[src/verilog/dfi_pkg.sv]
// constants and types for the digital frequency input block
package dfi_pkg;
	// input method codes
	localparam logic [13:0] METHOD_BCD3      = 14'h0000;
	localparam logic [13:0] METHOD_BIN12     = 14'h0001;
	localparam logic [13:0] METHOD_BCD3_CMP  = 14'h0002;
	localparam logic [13:0] METHOD_BIN12_CMP = 14'h0003;
	localparam logic [13:0] METHOD_BCD4      = 14'h000a;
	localparam logic [13:0] METHOD_BIN16     = 14'h000b;
	localparam logic [13:0] METHOD_BCD4_CMP  = 14'h000c;
	localparam logic [13:0] METHOD_BIN16_CMP = 14'h000d;
	localparam logic [13:0] METHOD_OFF       = 14'h270f;
	localparam logic [13:0] METHOD_RESET     = 14'h270f;
	// read timing codes
	localparam logic [3:0]  TIMING_ALWAYS    = 4'h0;
	localparam logic [3:0]  TIMING_STROBED   = 4'h1;
	localparam logic [3:0]  TIMING_FILTERED  = 4'ha;
	localparam logic [3:0]  TIMING_RESET     = 4'h0;
	// frequencies in 0.01 Hz units
	localparam logic [15:0] GAIN_DIRECT      = 16'h270f;
	localparam logic [15:0] FREQ_MAX         = 16'h9c40;
	localparam logic [15:0] GAIN_RESET       = 16'h1770;
	localparam logic [15:0] BIAS_RESET       = 16'h0000;
	localparam logic [1:0]  INCR_RESET       = 2'h1;
	// full scale values
	localparam logic [15:0] FS_BCD3          = 16'h03e7;
	localparam logic [15:0] FS_BCD4          = 16'h270f;
	localparam logic [15:0] FS_BIN12         = 16'h0fff;
	localparam logic [15:0] FS_BIN16         = 16'hffff;
	// skew filter: input must hold this long before it is taken
	localparam int          FILTER_NS        = 1000;
	localparam int          CLK_NS           = 4;
	localparam int          FILTER_CYCLES    = (FILTER_NS + CLK_NS - 1) / CLK_NS;
	localparam logic [7:0]  FILTER_LAST      = 8'(FILTER_CYCLES - 1);
	// sequencer of the linear map divider
	typedef enum logic [1:0] {
		ST_IDLE   = 2'b00,
		ST_DIVIDE = 2'b01,
		ST_DONE   = 2'b10
	} map_state_t;
endpackage

[src/verilog/freq_divider.sv]
// restoring divider for the linear frequency map
`timescale 1ns/100ps
module freq_divider (
	input  wire logic        clk_sys,
	input  wire logic        rst_n,
	input  wire logic        start,
	input  wire logic [31:0] dividend,
	input  wire logic [15:0] divisor,
	output logic             busy,
	output logic             done,
	output logic [31:0]      quotient
);
	logic [31:0] quo;
	logic [31:0] next_quo;
	logic [16:0] rem;
	logic [16:0] next_rem;
	logic [5:0]  cnt;
	logic [5:0]  next_cnt;
	logic        next_busy;
	logic        next_done;
	logic [16:0] trial;

	always_comb begin
		next_quo  = quo;
		next_rem  = rem;
		next_cnt  = cnt;
		next_busy = busy;
		next_done = 1'b0;
		trial     = {rem[15:0], quo[31]};
		if (start) begin
			next_quo  = dividend;
			next_rem  = 17'h00000;
			next_cnt  = 6'h20;
			next_busy = 1'b1;
		end else if (busy) begin
			if (trial >= {1'b0, divisor}) begin
				next_rem = trial - {1'b0, divisor};
				next_quo = {quo[30:0], 1'b1};
			end else begin
				next_rem = trial;
				next_quo = {quo[30:0], 1'b0};
			end
			next_cnt = cnt - 6'h01;
			if (cnt == 6'h01) begin
				next_busy = 1'b0;
				next_done = 1'b1;
			end
		end
	end

	always_ff @(posedge clk_sys) begin
		if (!rst_n) begin
			quo  <= 32'h00000000;
			rem  <= 17'h00000;
			cnt  <= 6'h00;
			busy <= 1'b0;
			done <= 1'b0;
		end else begin
			quo  <= next_quo;
			rem  <= next_rem;
			cnt  <= next_cnt;
			busy <= next_busy;
			done <= next_done;
		end
	end

	assign quotient = quo;
endmodule

[src/verilog/digital_frequency_input.sv]
// parallel digital input to frequency command front end
//
// Function
// - decode method: 0,2 BCD3; 1,3 bin12; 10,12 BCD4; 11,13 bin16; 9999 off
// - methods 2,3,12,13 enable analog compensation; others leave it off
// - methods 0 to 3 ignore input lines 12 to 15
// - timing 0 samples lines continuously, no strobe, no filter
// - timing 1 imports lines only while strobe is asserted
// - timing 1 holds last captured data while strobe is deasserted
// - timing 10 samples continuously through a skew masking filter
// - timing 1 with strobe off since power up treats lines as zero
// - zero input gives bias frequency of the selected encoding
// - full scale input gives gain frequency of the selected encoding
// - gains reset to 60 Hz; bias and gain 0 to 400 Hz, 0.01 Hz
// - gain 9999 uses decoded value directly as frequency
// - direct mode does not apply the bias
// - BCD digit above 9 is invalid; previous value kept
// - direct mode multiplies by 10, 1, 0.1 or 0.01 Hz per setting
`timescale 1ns/100ps
module digital_frequency_input
	import dfi_pkg::*;
(
	input  wire logic        clk_sys,
	input  wire logic        rst_n,
	input  wire logic [15:0] parallel_input_lines,
	input  wire logic        data_read_strobe,
	input  wire logic [13:0] input_method_select,
	input  wire logic [3:0]  read_timing_select,
	input  wire logic [15:0] bcd_bias_freq,
	input  wire logic [15:0] bcd_gain_freq,
	input  wire logic [15:0] binary_bias_freq,
	input  wire logic [15:0] binary_gain_freq,
	input  wire logic [1:0]  direct_increment_select,
	output logic             digital_enable,
	output logic             compensation_enable,
	output logic [15:0]      decoded_value,
	output logic [31:0]      freq_command,
	output logic             freq_valid
);
	import dfi_pkg::*;

	// ------------------------------------------------------------------
	// helpers
	// ------------------------------------------------------------------
	function automatic logic is_bcd(input logic [13:0] m);
		is_bcd = (m == METHOD_BCD3) || (m == METHOD_BCD3_CMP) ||
			(m == METHOD_BCD4) || (m == METHOD_BCD4_CMP);
	endfunction

	function automatic logic is_narrow(input logic [13:0] m);
		is_narrow = (m <= METHOD_BIN12_CMP);
	endfunction

	function automatic logic is_valid_method(input logic [13:0] m);
		is_valid_method = (m <= METHOD_BIN12_CMP) ||
			((m >= METHOD_BCD4) && (m <= METHOD_BIN16_CMP));
	endfunction

	function automatic logic [15:0] clamp_freq(input logic [15:0] f);
		clamp_freq = (f > FREQ_MAX) ? FREQ_MAX : f;
	endfunction

	// ------------------------------------------------------------------
	// pin synchronisers
	// ------------------------------------------------------------------
	logic [15:0] linesMeta;
	logic [15:0] linesSync;
	logic        strobeMeta;
	logic        strobeSync;

	always_ff @(posedge clk_sys) begin
		if (!rst_n) begin
			linesMeta  <= 16'h0000;
			linesSync  <= 16'h0000;
			strobeMeta <= 1'b0;
			strobeSync <= 1'b0;
		end else begin
			linesMeta  <= parallel_input_lines;
			linesSync  <= linesMeta;
			strobeMeta <= data_read_strobe;
			strobeSync <= strobeMeta;
		end
	end

	// ------------------------------------------------------------------
	// method decode
	// ------------------------------------------------------------------
	logic        bcdMode;
	logic        narrowMode;
	logic        methodOn;
	logic [15:0] maskedLines;

	always_comb begin
		methodOn   = is_valid_method(input_method_select);
		bcdMode    = is_bcd(input_method_select);
		narrowMode = is_narrow(input_method_select);
		maskedLines = narrowMode ? {4'h0, linesSync[11:0]} : linesSync;
	end

	// ------------------------------------------------------------------
	// read timing: pass, strobe latch, skew filter
	// ------------------------------------------------------------------
	logic [15:0] sampled;
	logic [15:0] next_sampled;
	logic [15:0] filterRef;
	logic [15:0] next_filterRef;
	logic [7:0]  filterCnt;
	logic [7:0]  next_filterCnt;

	always_comb begin
		next_sampled   = sampled;
		next_filterRef = maskedLines;
		next_filterCnt = 8'h00;
		case (read_timing_select)
			TIMING_ALWAYS: begin
				next_sampled = maskedLines;
			end
			TIMING_STROBED: begin
				// sampled starts at zero and waits for the strobe
				if (strobeSync) begin
					next_sampled = maskedLines;
				end
				// else hold
			end
			TIMING_FILTERED: begin
				// accept only once lines held still for the window
				if (maskedLines != filterRef) begin
					next_filterCnt = 8'h00;
				end else if (filterCnt == FILTER_LAST) begin
					next_filterCnt = filterCnt;
					next_sampled   = maskedLines;
				end else begin
					next_filterCnt = filterCnt + 8'h01;
				end
			end
			default: begin
				next_sampled = maskedLines;
			end
		endcase
	end

	always_ff @(posedge clk_sys) begin
		if (!rst_n) begin
			sampled   <= 16'h0000;
			filterRef <= 16'h0000;
			filterCnt <= 8'h00;
		end else begin
			sampled   <= next_sampled;
			filterRef <= next_filterRef;
			filterCnt <= next_filterCnt;
		end
	end

	// ------------------------------------------------------------------
	// BCD / binary decode with invalid digit hold
	// ------------------------------------------------------------------
	logic        digitsOk;
	logic [15:0] bcdValue;
	logic [15:0] next_value;
	logic [15:0] value;

	always_comb begin
		digitsOk = 1'b1;
		for (int d = 0; d < 4; d++) begin
			if (sampled[4*d +: 4] > 4'h9) begin
				digitsOk = 1'b0;
			end
		end
		bcdValue = 16'({12'h000, sampled[15:12]} * 16'd1000 +
			{12'h000, sampled[11:8]} * 16'd100 +
			{12'h000, sampled[7:4]} * 16'd10 +
			{12'h000, sampled[3:0]});
		next_value = value;
		if (!methodOn) begin
			next_value = 16'h0000;
		end else if (!bcdMode) begin
			next_value = sampled;
		end else if (digitsOk) begin
			next_value = bcdValue;
		end
	end

	always_ff @(posedge clk_sys) begin
		if (!rst_n) begin
			value <= 16'h0000;
		end else begin
			value <= next_value;
		end
	end

	// ------------------------------------------------------------------
	// frequency map
	// ------------------------------------------------------------------
	logic [15:0] bias;
	logic [15:0] gain;
	logic [15:0] fullScale;
	logic        direct;
	logic [31:0] directFreq;
	logic [31:0] span;
	logic        spanNeg;
	logic [31:0] product;
	logic        divStart;
	logic        divBusy;
	logic        divDone;
	logic [31:0] quot;
	logic [15:0] latchedValue;
	logic [15:0] next_latchedValue;
	logic [31:0] next_freq;
	logic        next_valid;
	map_state_t  state;
	map_state_t  next_state;

	always_comb begin
		bias = clamp_freq(bcdMode ? bcd_bias_freq : binary_bias_freq);
		gain = bcdMode ? bcd_gain_freq : binary_gain_freq;
		direct = (gain == GAIN_DIRECT);
		if (bcdMode) begin
			fullScale = narrowMode ? FS_BCD3 : FS_BCD4;
		end else begin
			fullScale = narrowMode ? FS_BIN12 : FS_BIN16;
		end
		// result in 0.01 Hz units, no bias
		case (direct_increment_select)
			2'h0:    directFreq = {16'h0000, latchedValue} * 32'd1000;
			2'h1:    directFreq = {16'h0000, latchedValue} * 32'd100;
			2'h2:    directFreq = {16'h0000, latchedValue} * 32'd10;
			default: directFreq = {16'h0000, latchedValue};
		endcase
		spanNeg = clamp_freq(gain) < bias;
		span = spanNeg ? {16'h0000, bias - clamp_freq(gain)} :
			{16'h0000, clamp_freq(gain) - bias};
		product = span * {16'h0000, latchedValue};
	end

	always_comb begin
		next_state        = state;
		next_latchedValue = latchedValue;
		next_freq         = freq_command;
		next_valid        = freq_valid;
		divStart          = 1'b0;
		case (state)
			ST_IDLE: begin
				next_latchedValue = value;
				next_state        = ST_DIVIDE;
			end
			ST_DIVIDE: begin
				if (!methodOn) begin
					next_freq  = 32'h00000000;
					next_valid = 1'b0;
					next_state = ST_IDLE;
				end else if (direct) begin
					next_freq  = directFreq;
					next_valid = 1'b1;
					next_state = ST_IDLE;
				end else if (!divBusy) begin
					divStart   = 1'b1;
					next_state = ST_DONE;
				end
			end
			ST_DONE: begin
				if (divDone) begin
					next_freq  = spanNeg ? {16'h0000, bias} - quot :
						{16'h0000, bias} + quot;
					next_valid = 1'b1;
					next_state = ST_IDLE;
				end
			end
			default: begin
				next_state = ST_IDLE;
			end
		endcase
		// off wins at once, even mid divide
		if (!methodOn) begin
			next_freq  = 32'h00000000;
			next_valid = 1'b0;
		end
	end

	always_ff @(posedge clk_sys) begin
		if (!rst_n) begin
			state        <= ST_IDLE;
			latchedValue <= 16'h0000;
			freq_command <= 32'h00000000;
			freq_valid   <= 1'b0;
		end else begin
			state        <= next_state;
			latchedValue <= next_latchedValue;
			freq_command <= next_freq;
			freq_valid   <= next_valid;
		end
	end

	freq_divider u_div (
		.clk_sys  (clk_sys),
		.rst_n    (rst_n),
		.start    (divStart),
		.dividend (product),
		.divisor  (fullScale),
		.busy     (divBusy),
		.done     (divDone),
		.quotient (quot)
	);

	// ------------------------------------------------------------------
	// status outputs
	// ------------------------------------------------------------------
	always_ff @(posedge clk_sys) begin
		if (!rst_n) begin
			digital_enable      <= 1'b0;
			compensation_enable <= 1'b0;
			decoded_value       <= 16'h0000;
		end else begin
			digital_enable      <= methodOn;
			compensation_enable <= input_method_select inside
				{METHOD_BCD3_CMP, METHOD_BIN12_CMP,
				METHOD_BCD4_CMP, METHOD_BIN16_CMP};
			decoded_value       <= value;
		end
	end
endmodule

[config.mk]
export PLATFORM = sky130hd
export DESIGN_NAME = digital_frequency_input
export DESIGN_NICKNAME = d
export VERILOG_FILES = /design/src/verilog/dfi_pkg.sv /design/src/verilog/freq_divider.sv /design/src/verilog/digital_frequency_input.sv
export SDC_FILE = /design/constraint.sdc
export NUM_CORES = 2
export LEC_CHECK = 0
export BUFFER_PORTS_ARGS = -buffer_cell sky130_fd_sc_hd__buf_2
export CAP_MARGIN = 20
export CORE_MARGIN = 2
export CORE_UTILIZATION = 45
export CTS_BUF_LIST = sky130_fd_sc_hd__clkbuf_4 sky130_fd_sc_hd__clkbuf_8 sky130_fd_sc_hd__clkbuf_16
export DETAILED_ROUTE_END_ITERATION = 12
export PLACE_DENSITY_LB_ADDON = 0.25
export SLEW_MARGIN = 40
export SYNTH_ARGS = -nofsm -noshare
export SYNTH_HDL_FRONTEND = slang
export SYNTH_SLANG_ARGS = --single-unit
export TNS_END_PERCENT = 50
[constraint.sdc]
create_clock -name clk_sys -period 28.6 [get_ports clk_sys]
set_input_delay 2.86 -clock clk_sys [delete_from_list [all_inputs] [get_ports clk_sys]]
set_output_delay 2.86 -clock clk_sys [all_outputs]
set_load 0.005 [all_outputs]
Word-level counts from Yosys, hierarchy flattened:

Cells that the tools add are included.

* output and inout port bits: 51
* logic and storage cells: 138
* input port bits: 103
* flip-flop bits (word level): 215

* reduce and logical (&&, ||, !) cells: 18
* equal/unequal tests: 22
* bitwise gates (word level): 3
* magnitude comparators: 11
* $mul: 7
* $add $sub $neg: 10
* mux-type cells: 46

Operators by type and width (number)
* two-way mux 16 bit: 14
* two-way mux 32 bit: 5
* one-hot mux 26 bit (3 select lines): 1
* one-hot mux 32 bit (2 select lines): 1
* subtractor 16 bit: 3
* == test 14 x 4 -> 1 bit (second input constant): 3
* adder 16 x 32 -> 32 bit: 1
* > comparator 16 bit (second input constant): 2
* multiplier 16 x 16 -> 32 bit: 1
* one-hot mux 16 bit (2 select lines): 1
* subtractor 16 x 32 -> 32 bit: 1
* == test 14 x 2 -> 1 bit (second input constant): 2
* multiplier 16 x 7 -> 23 bit (second input constant): 1
* multiplier 16 x 5 -> 21 bit (second input constant): 1
* multiplier 16 x 3 -> 19 bit (second input constant): 1
* greater-or-equal comparator 17 x 16 -> 1 bit: 1
* adder 15 x 8 -> 16 bit: 1
* adder 16 x 4 -> 16 bit: 1
* == test 16 x 14 -> 1 bit (second input constant): 1
* > comparator 4 bit (second input constant): 4
* < comparator 16 bit: 1
* != test 16 bit: 1
* adder 14 x 11 -> 15 bit: 1
* two-way mux 1 bit: 15
* other kinds (33): 53

Longest topological paths before layout:

* word-level depth: 11
* gate-level depth with buffers: 51
* depth with buffers taken out: 46

Cells and area by module:

Synthesis repeated with hierarchy kept, for this count alone.

* cells, all modules: 3380
* area, all modules: 28623.7 µm²

By module, submodules not included
* digital_frequency_input: area an instance 25106.6 µm², instances 1, seq. area each 3183.1 µm², cells each 2952
* freq_divider: area an instance 3517.1 µm², instances 1, seq. area each 1121.1 µm², cells each 428

Least setup slack after synthesis:

No wires, ideal clock.

* kind: input port to flip-flop
* from: input input_method_select[11]
* to: register u_div.quo[29], in the netlist u_div.quotient[29]
* stages: 47
* library setup time: 0.128 ns
* data required time: 28.472 ns
* buffers on the path: 7
* arrival time: 13.191 ns
* setup slack: 15.282 ns
* cells stage by stage: nor4_4 -> nand3_2 -> or3_1 -> buf_6 -> inv_1 -> clkbuf_1 -> a21oi_1 -> a22o_1 -> clkbuf_1 -> nor2_1 -> ha_1 -> a21o_1 -> a21o_1 -> a211o_1 -> a21oi_1 -> o21ai_0 -> clkbuf_1 -> nor2_2 -> [11 not listed] -> fa_1 -> fa_1 -> inv_1 -> fa_1 -> inv_1 -> ha_1 -> a21o_1 -> a21oi_1 -> nand2_1 -> a211oi_1 -> o21ai_0 -> o311a_1 -> a311oi_1 -> o31ai_1 -> a21boi_0 -> xnor2_1 -> a221oi_1 -> nor2_1

* longest elaborated chain between the ends: 11
* elaborated cells on any way between the ends: 29
* those cells by class: add/sub: 2; mul: 1; order compare: 6; eq/ne: 4; mux: 9; reduce/logical: 7

RTL lines
* start: declaration: RTL line digital_frequency_input.sv:27 `input wire logic [13:0] input_method_select,`
* == test 14 x 2 -> 1 bit / zero test 14 bit (equally long branches): RTL line digital_frequency_input.sv:46 `is_bcd = (m == METHOD_BCD3) || (m == METHOD_BCD3_CMP) ||`
* logical OR 1 bit (2 in series): RTL line digital_frequency_input.sv:46
* logical OR 1 bit: RTL line digital_frequency_input.sv:47 `(m == METHOD_BCD4) || (m == METHOD_BCD4_CMP);`
* two-way mux 16 bit, on equally long branches: RTL line digital_frequency_input.sv:215, digital_frequency_input.sv:214
* > comparator 16 bit: RTL line digital_frequency_input.sv:60 `clamp_freq = (f > FREQ_MAX) ? FREQ_MAX : f;`
* two-way mux 16 bit: RTL line digital_frequency_input.sv:60
* subtractor 16 bit (tied with other cells): RTL line digital_frequency_input.sv:231 `{16'h0000, clamp_freq(gain) - bias};`
* two-way mux 16 bit: RTL line digital_frequency_input.sv:230 `span = spanNeg ? {16'h0000, bias - clamp_freq(gain)} :`
* multiplier 16 x 16 -> 32 bit: RTL line digital_frequency_input.sv:232 `product = span * {16'h0000, latchedValue};`
* two-way mux 32 bit: RTL line freq_divider.sv:30 `if (start) begin`
* end signal: assignment: RTL line freq_divider.sv:59 `quo <= next_quo;`
* end: declaration: RTL line freq_divider.sv:13 `logic [31:0] quo;`

Several ways; a longest one is shown, not always the timed one.
A chain may end at the register's enable or synchronous reset.

Worst setup path after layout:

Ends and elaborated chain as after synthesis.

==> qor.csv <==
stage,metric,value,unit
yosys,synth_commonest_cells,"inv_1, ha_1, nand2_1",
global_route,grt_pass1_wl,127.1,mm
outcome,outcome,finished clean,
placed_design,dp_slack,12.60,ns
floorplan,dieWidth,253.8,µm
timing,hold_viol,0,
worst_hold_path,min_path_cells,1,
worst_setup_path,crit_top_cell,fa_1,
placed_design,post_dp_cell_area,0.02968,mm²
worst_setup_path,r2r-end,u_div.quotient[29],
finish,nNetsFinal,4115,
cts,clock-root-buffer,clkbuf_16,
drt,vias_per_cell,5.437,
worst_hold_path,min_to,linesSync[7],
power,peakVddDrop,0.03676,mV
yosys,yosysWarnings,0,
worst_setup_path,r2r_setup_slack,21.03,ns
cts,clock_sinks,215,
placed_design,dp_hpwl,62.02,mm
yosys,yosys.area.top_type_share,19.97,%
global_route,grt_pass1_vias,22750,
worst_setup_path,r2r_start,latchedValue[14],
global_route,grt.overflow.total,0,
placed_design,gp_congestion,0.9544,
timing,slew_headroom,45.61,%
yosys,seq_area_frac_synth,15.33,%
finish,area_growth,8.730,%
worst_setup_path,crit_type,input port to flip-flop,
finish,final_cell_area,0.03053,mm²
global_route,grt_util_all_layers,25.05,%
floorplan,core_area,0.06171,mm²
worst_setup_path,worstSetupEndpointType,flip-flop,
cts,clk_latency,0.56,ns
yosys,syn_area,0.02808,mm²
yosys,synthMostInstantiatedCell,inv_1,
yosys,ys_ff_latch,215,
timing,worst_pin_slew,0.8046,ns
floorplan,start_util,45.49,%
job,maxCapViolCount,0,
worst_setup_path,slowest_delay,0.57,ns
worst_setup_path,critPathMaxFanout,54,
worst_setup_path,critical_path_arrival,15.47,ns
drt,drt_iter0_markers,1542,
worst_setup_path,cp.depth,45,
drt,drc_errors,0,
timing,finalSetupViolCount,0,
timing,drv_slew,0,
timing,setup_tns,0,ns
cts,cts_hold_buf,0,
timing,layout_min_cycle_time,15.04,ns
yosys,netlist_top_cells_area,"fa_1, dfxtp_1, ha_1, inv_1, xnor2_1",
finish,drive_above_1_share,9.264,%
worst_setup_path,crit_family,compound AO/OA/AOI/OAI gates,
cts,cts_resized,0,
timing,clock_skew,0.009559,ns
drt,drt_first_pass_iters,5,
drt,routed_wl,79.90,mm
floorplan,rows,91,
yosys,synth-async-reset-ratio,0,%
drt,wl_per_cell,18.80,µm
yosys,synth_flop_cell,dfxtp_1,
finish,post-route-util,49.47,%
cts,clk_path_buf_depth,3,
worst_setup_path,critical_path.startpoint_type,input port,
timing,fin_ws,13.56,ns
cts,htree_levels,1,
worst_setup_path,slowest_stage,o211ai_2,
timing,fmax,0.06647,GHz
worst_setup_path,crit_buf_inv,8,
placed_design,io_buffers,153,
floorplan,io_pins,154,
worst_setup_path,required,29.02,ns
cts,cts_setup_buffers,0,
floorplan,fp.dieH,253.8,µm
timing,rsz0062_at_grt,false,
cts,cts_tree,yes,
timing,finalHoldWorstSlack,0.4310,ns
worst_hold_path,hold_path_startpoint,linesMeta[7],
cts,numCtsBuffers,25,
drt,detail-route-antenna-nets,0,
yosys,avgSynthCellArea,8.464,µm²
power,p_leak,15.58,nW
cts,clk_pin_slew,0.06,ns
timing,finalCritPeriodShare,52.60,%
drt,num_vias,23100,
yosys,synth_fp_nets,4039,
worst_hold_path,hold_path_class,flip-flop to flip-flop,
yosys,syn_inst,3317,
yosys,yosysTopAreaCell,fa_1,
power,p_per_area,26.90,mW/mm²
yosys,ys_types,94,
worst_setup_path,r2r_cells,24,
global_route,grt_max_degree,82,
floorplan,die_area,0.06440,mm²
global_route,antenna_found_initial,1,
yosys,synth_edf_count,0,
## layout make-up
| class | instances | area (µm²) |
|---|---|---|
| flip-flops and latches | 215 | 4305 |
| multi-input cells | 2524 | 21620 |
| clock inverters | 16 | 141.4 |
| fillers | 6086 | 31180 |
| clock buffers | 29 | 674.4 |
| well taps | 837 | 1047 |
| repair buffers | 201 | 1139 |
| inverters | 426 | 1599 |
| diodes | 1 | 2.502 |
## cells by family (layout without fill, tap and decap cells)
family          count (synthesis)  in the layout  synth area share [%]
simple gates                 1014           1014                 17.84
other cells                     0              1                     0
compound gates                587            587                 13.76
mux                            99             99                 3.788
xor+xnor                      201            201                 6.270
buf+inv                       578            672                 7.803
fa+ha+maj                     623            623                 35.22
flops                         215            215                 15.33
## cell usage in the layout (no fill, tap or decap), drive strengths merged, types with 8 or more instances in the layout
cell and count:
clkbuf 29, inv 431, nor4 22, o211ai 14, buf 201, nor3 57, nor2 259, a211oi 58
mux2i 89, clkinv 9, nand4 25, nand2b 38, xnor2 125, and2 172, o21bai 23, fa 280
nor3b 8, xor2 76, or3 11, dfxtp 215, a31oi 13, a21o 60, nor2b 21, a21boi 10
o21ai 113, nand2 283, nand3 42, o31ai 12, a21oi 185, o211a 8, and4 9, o21a 13
or2 20, o41ai 8, and3 25, ha 339
## worst reg2reg max path, cell delays in order, from the launching register on
cell and delay [ns]:
dfxtp_1 0.30, buf_4 0.37, inv_1 0.33, nor2_1 0.25, fa_1 0.47, fa_1 0.52, fa_1 0.54, fa_1 0.52
fa_1 0.55, inv_1 0.05, fa_1 0.52, inv_1 0.04, ha_1 0.36, a21o_1 0.20, a21oi_1 0.17, nand2_1 0.07
a211oi_1 0.28, o21ai_0 0.14, o311a_1 0.17, a311oi_1 0.57, o31ai_1 0.28, a21boi_0 0.28, xnor2_1 0.10, a221oi_1 0.28
nor2_1 0.06
## registers in the layout (all words and copies together) (netlist names), 2 cells and up
name            cells
filterCnt           8
u_div.cnt           6
u_div.quotient     32
linesMeta          16
latchedValue       16
state               2
filterRef          16
value              16
sampled            16
decoded_value      16
u_div.rem          16
linesSync          16
freq_command       32
## stage by stage
stage,power [W],instances
2_1_floorplan,0.0004237,3317
3_3_place_gp,0.0004990,4202
3_5_place_dp,0.0004997,4202
4_1_cts,0.0008238,4247
5_1_grt,0.0008526,4248
6_report,0.0008211,4249
## power breakdown
| group | total (W) | switching, W | leakage (nW) | internal (W) |
|---|---|---|---|---|
| Combinational | 0.000191 | 0.000132 | 13.4 | 0.0000596 |
| Sequential | 0.000306 | 0.00000297 | 1.74 | 0.000303 |
| Clock | 0.000324 | 0.000143 | 0.412 | 0.000181 |
| Total | 0.000821 | 0.000278 | 15.6 | 0.000543 |
## per-layer routing
layer / GRT usage, % / vias up / wire, µm
met2: 40.38 / 681 / 36150
met4: 7.261 / 2 / 2351
met3: 3.718 / 119 / 5229
met1: 34.77 / 11100 / 36160
met5: 0 / - / 17
li1: - / 11210 / -
## worst max-delay path by stage
| stage | startpoint | to | slack [ns] |
|---|---|---|---|
| floorplan | input_method_select[11] | u_div.quotient[29] | 15.28 |
| global placement | input_method_select[11] | u_div.quotient[29] | 12.84 |
| detailed placement | input_method_select[11] | u_div.quotient[29] | 12.60 |
| CTS | input_method_select[11] | u_div.quotient[29] | 13.16 |
| global route | input_method_select[11] | u_div.quotient[29] | 12.58 |
| finish | input_method_select[11] | u_div.quotient[29] | 13.56 |
Power figures use the tool's default switching activity.
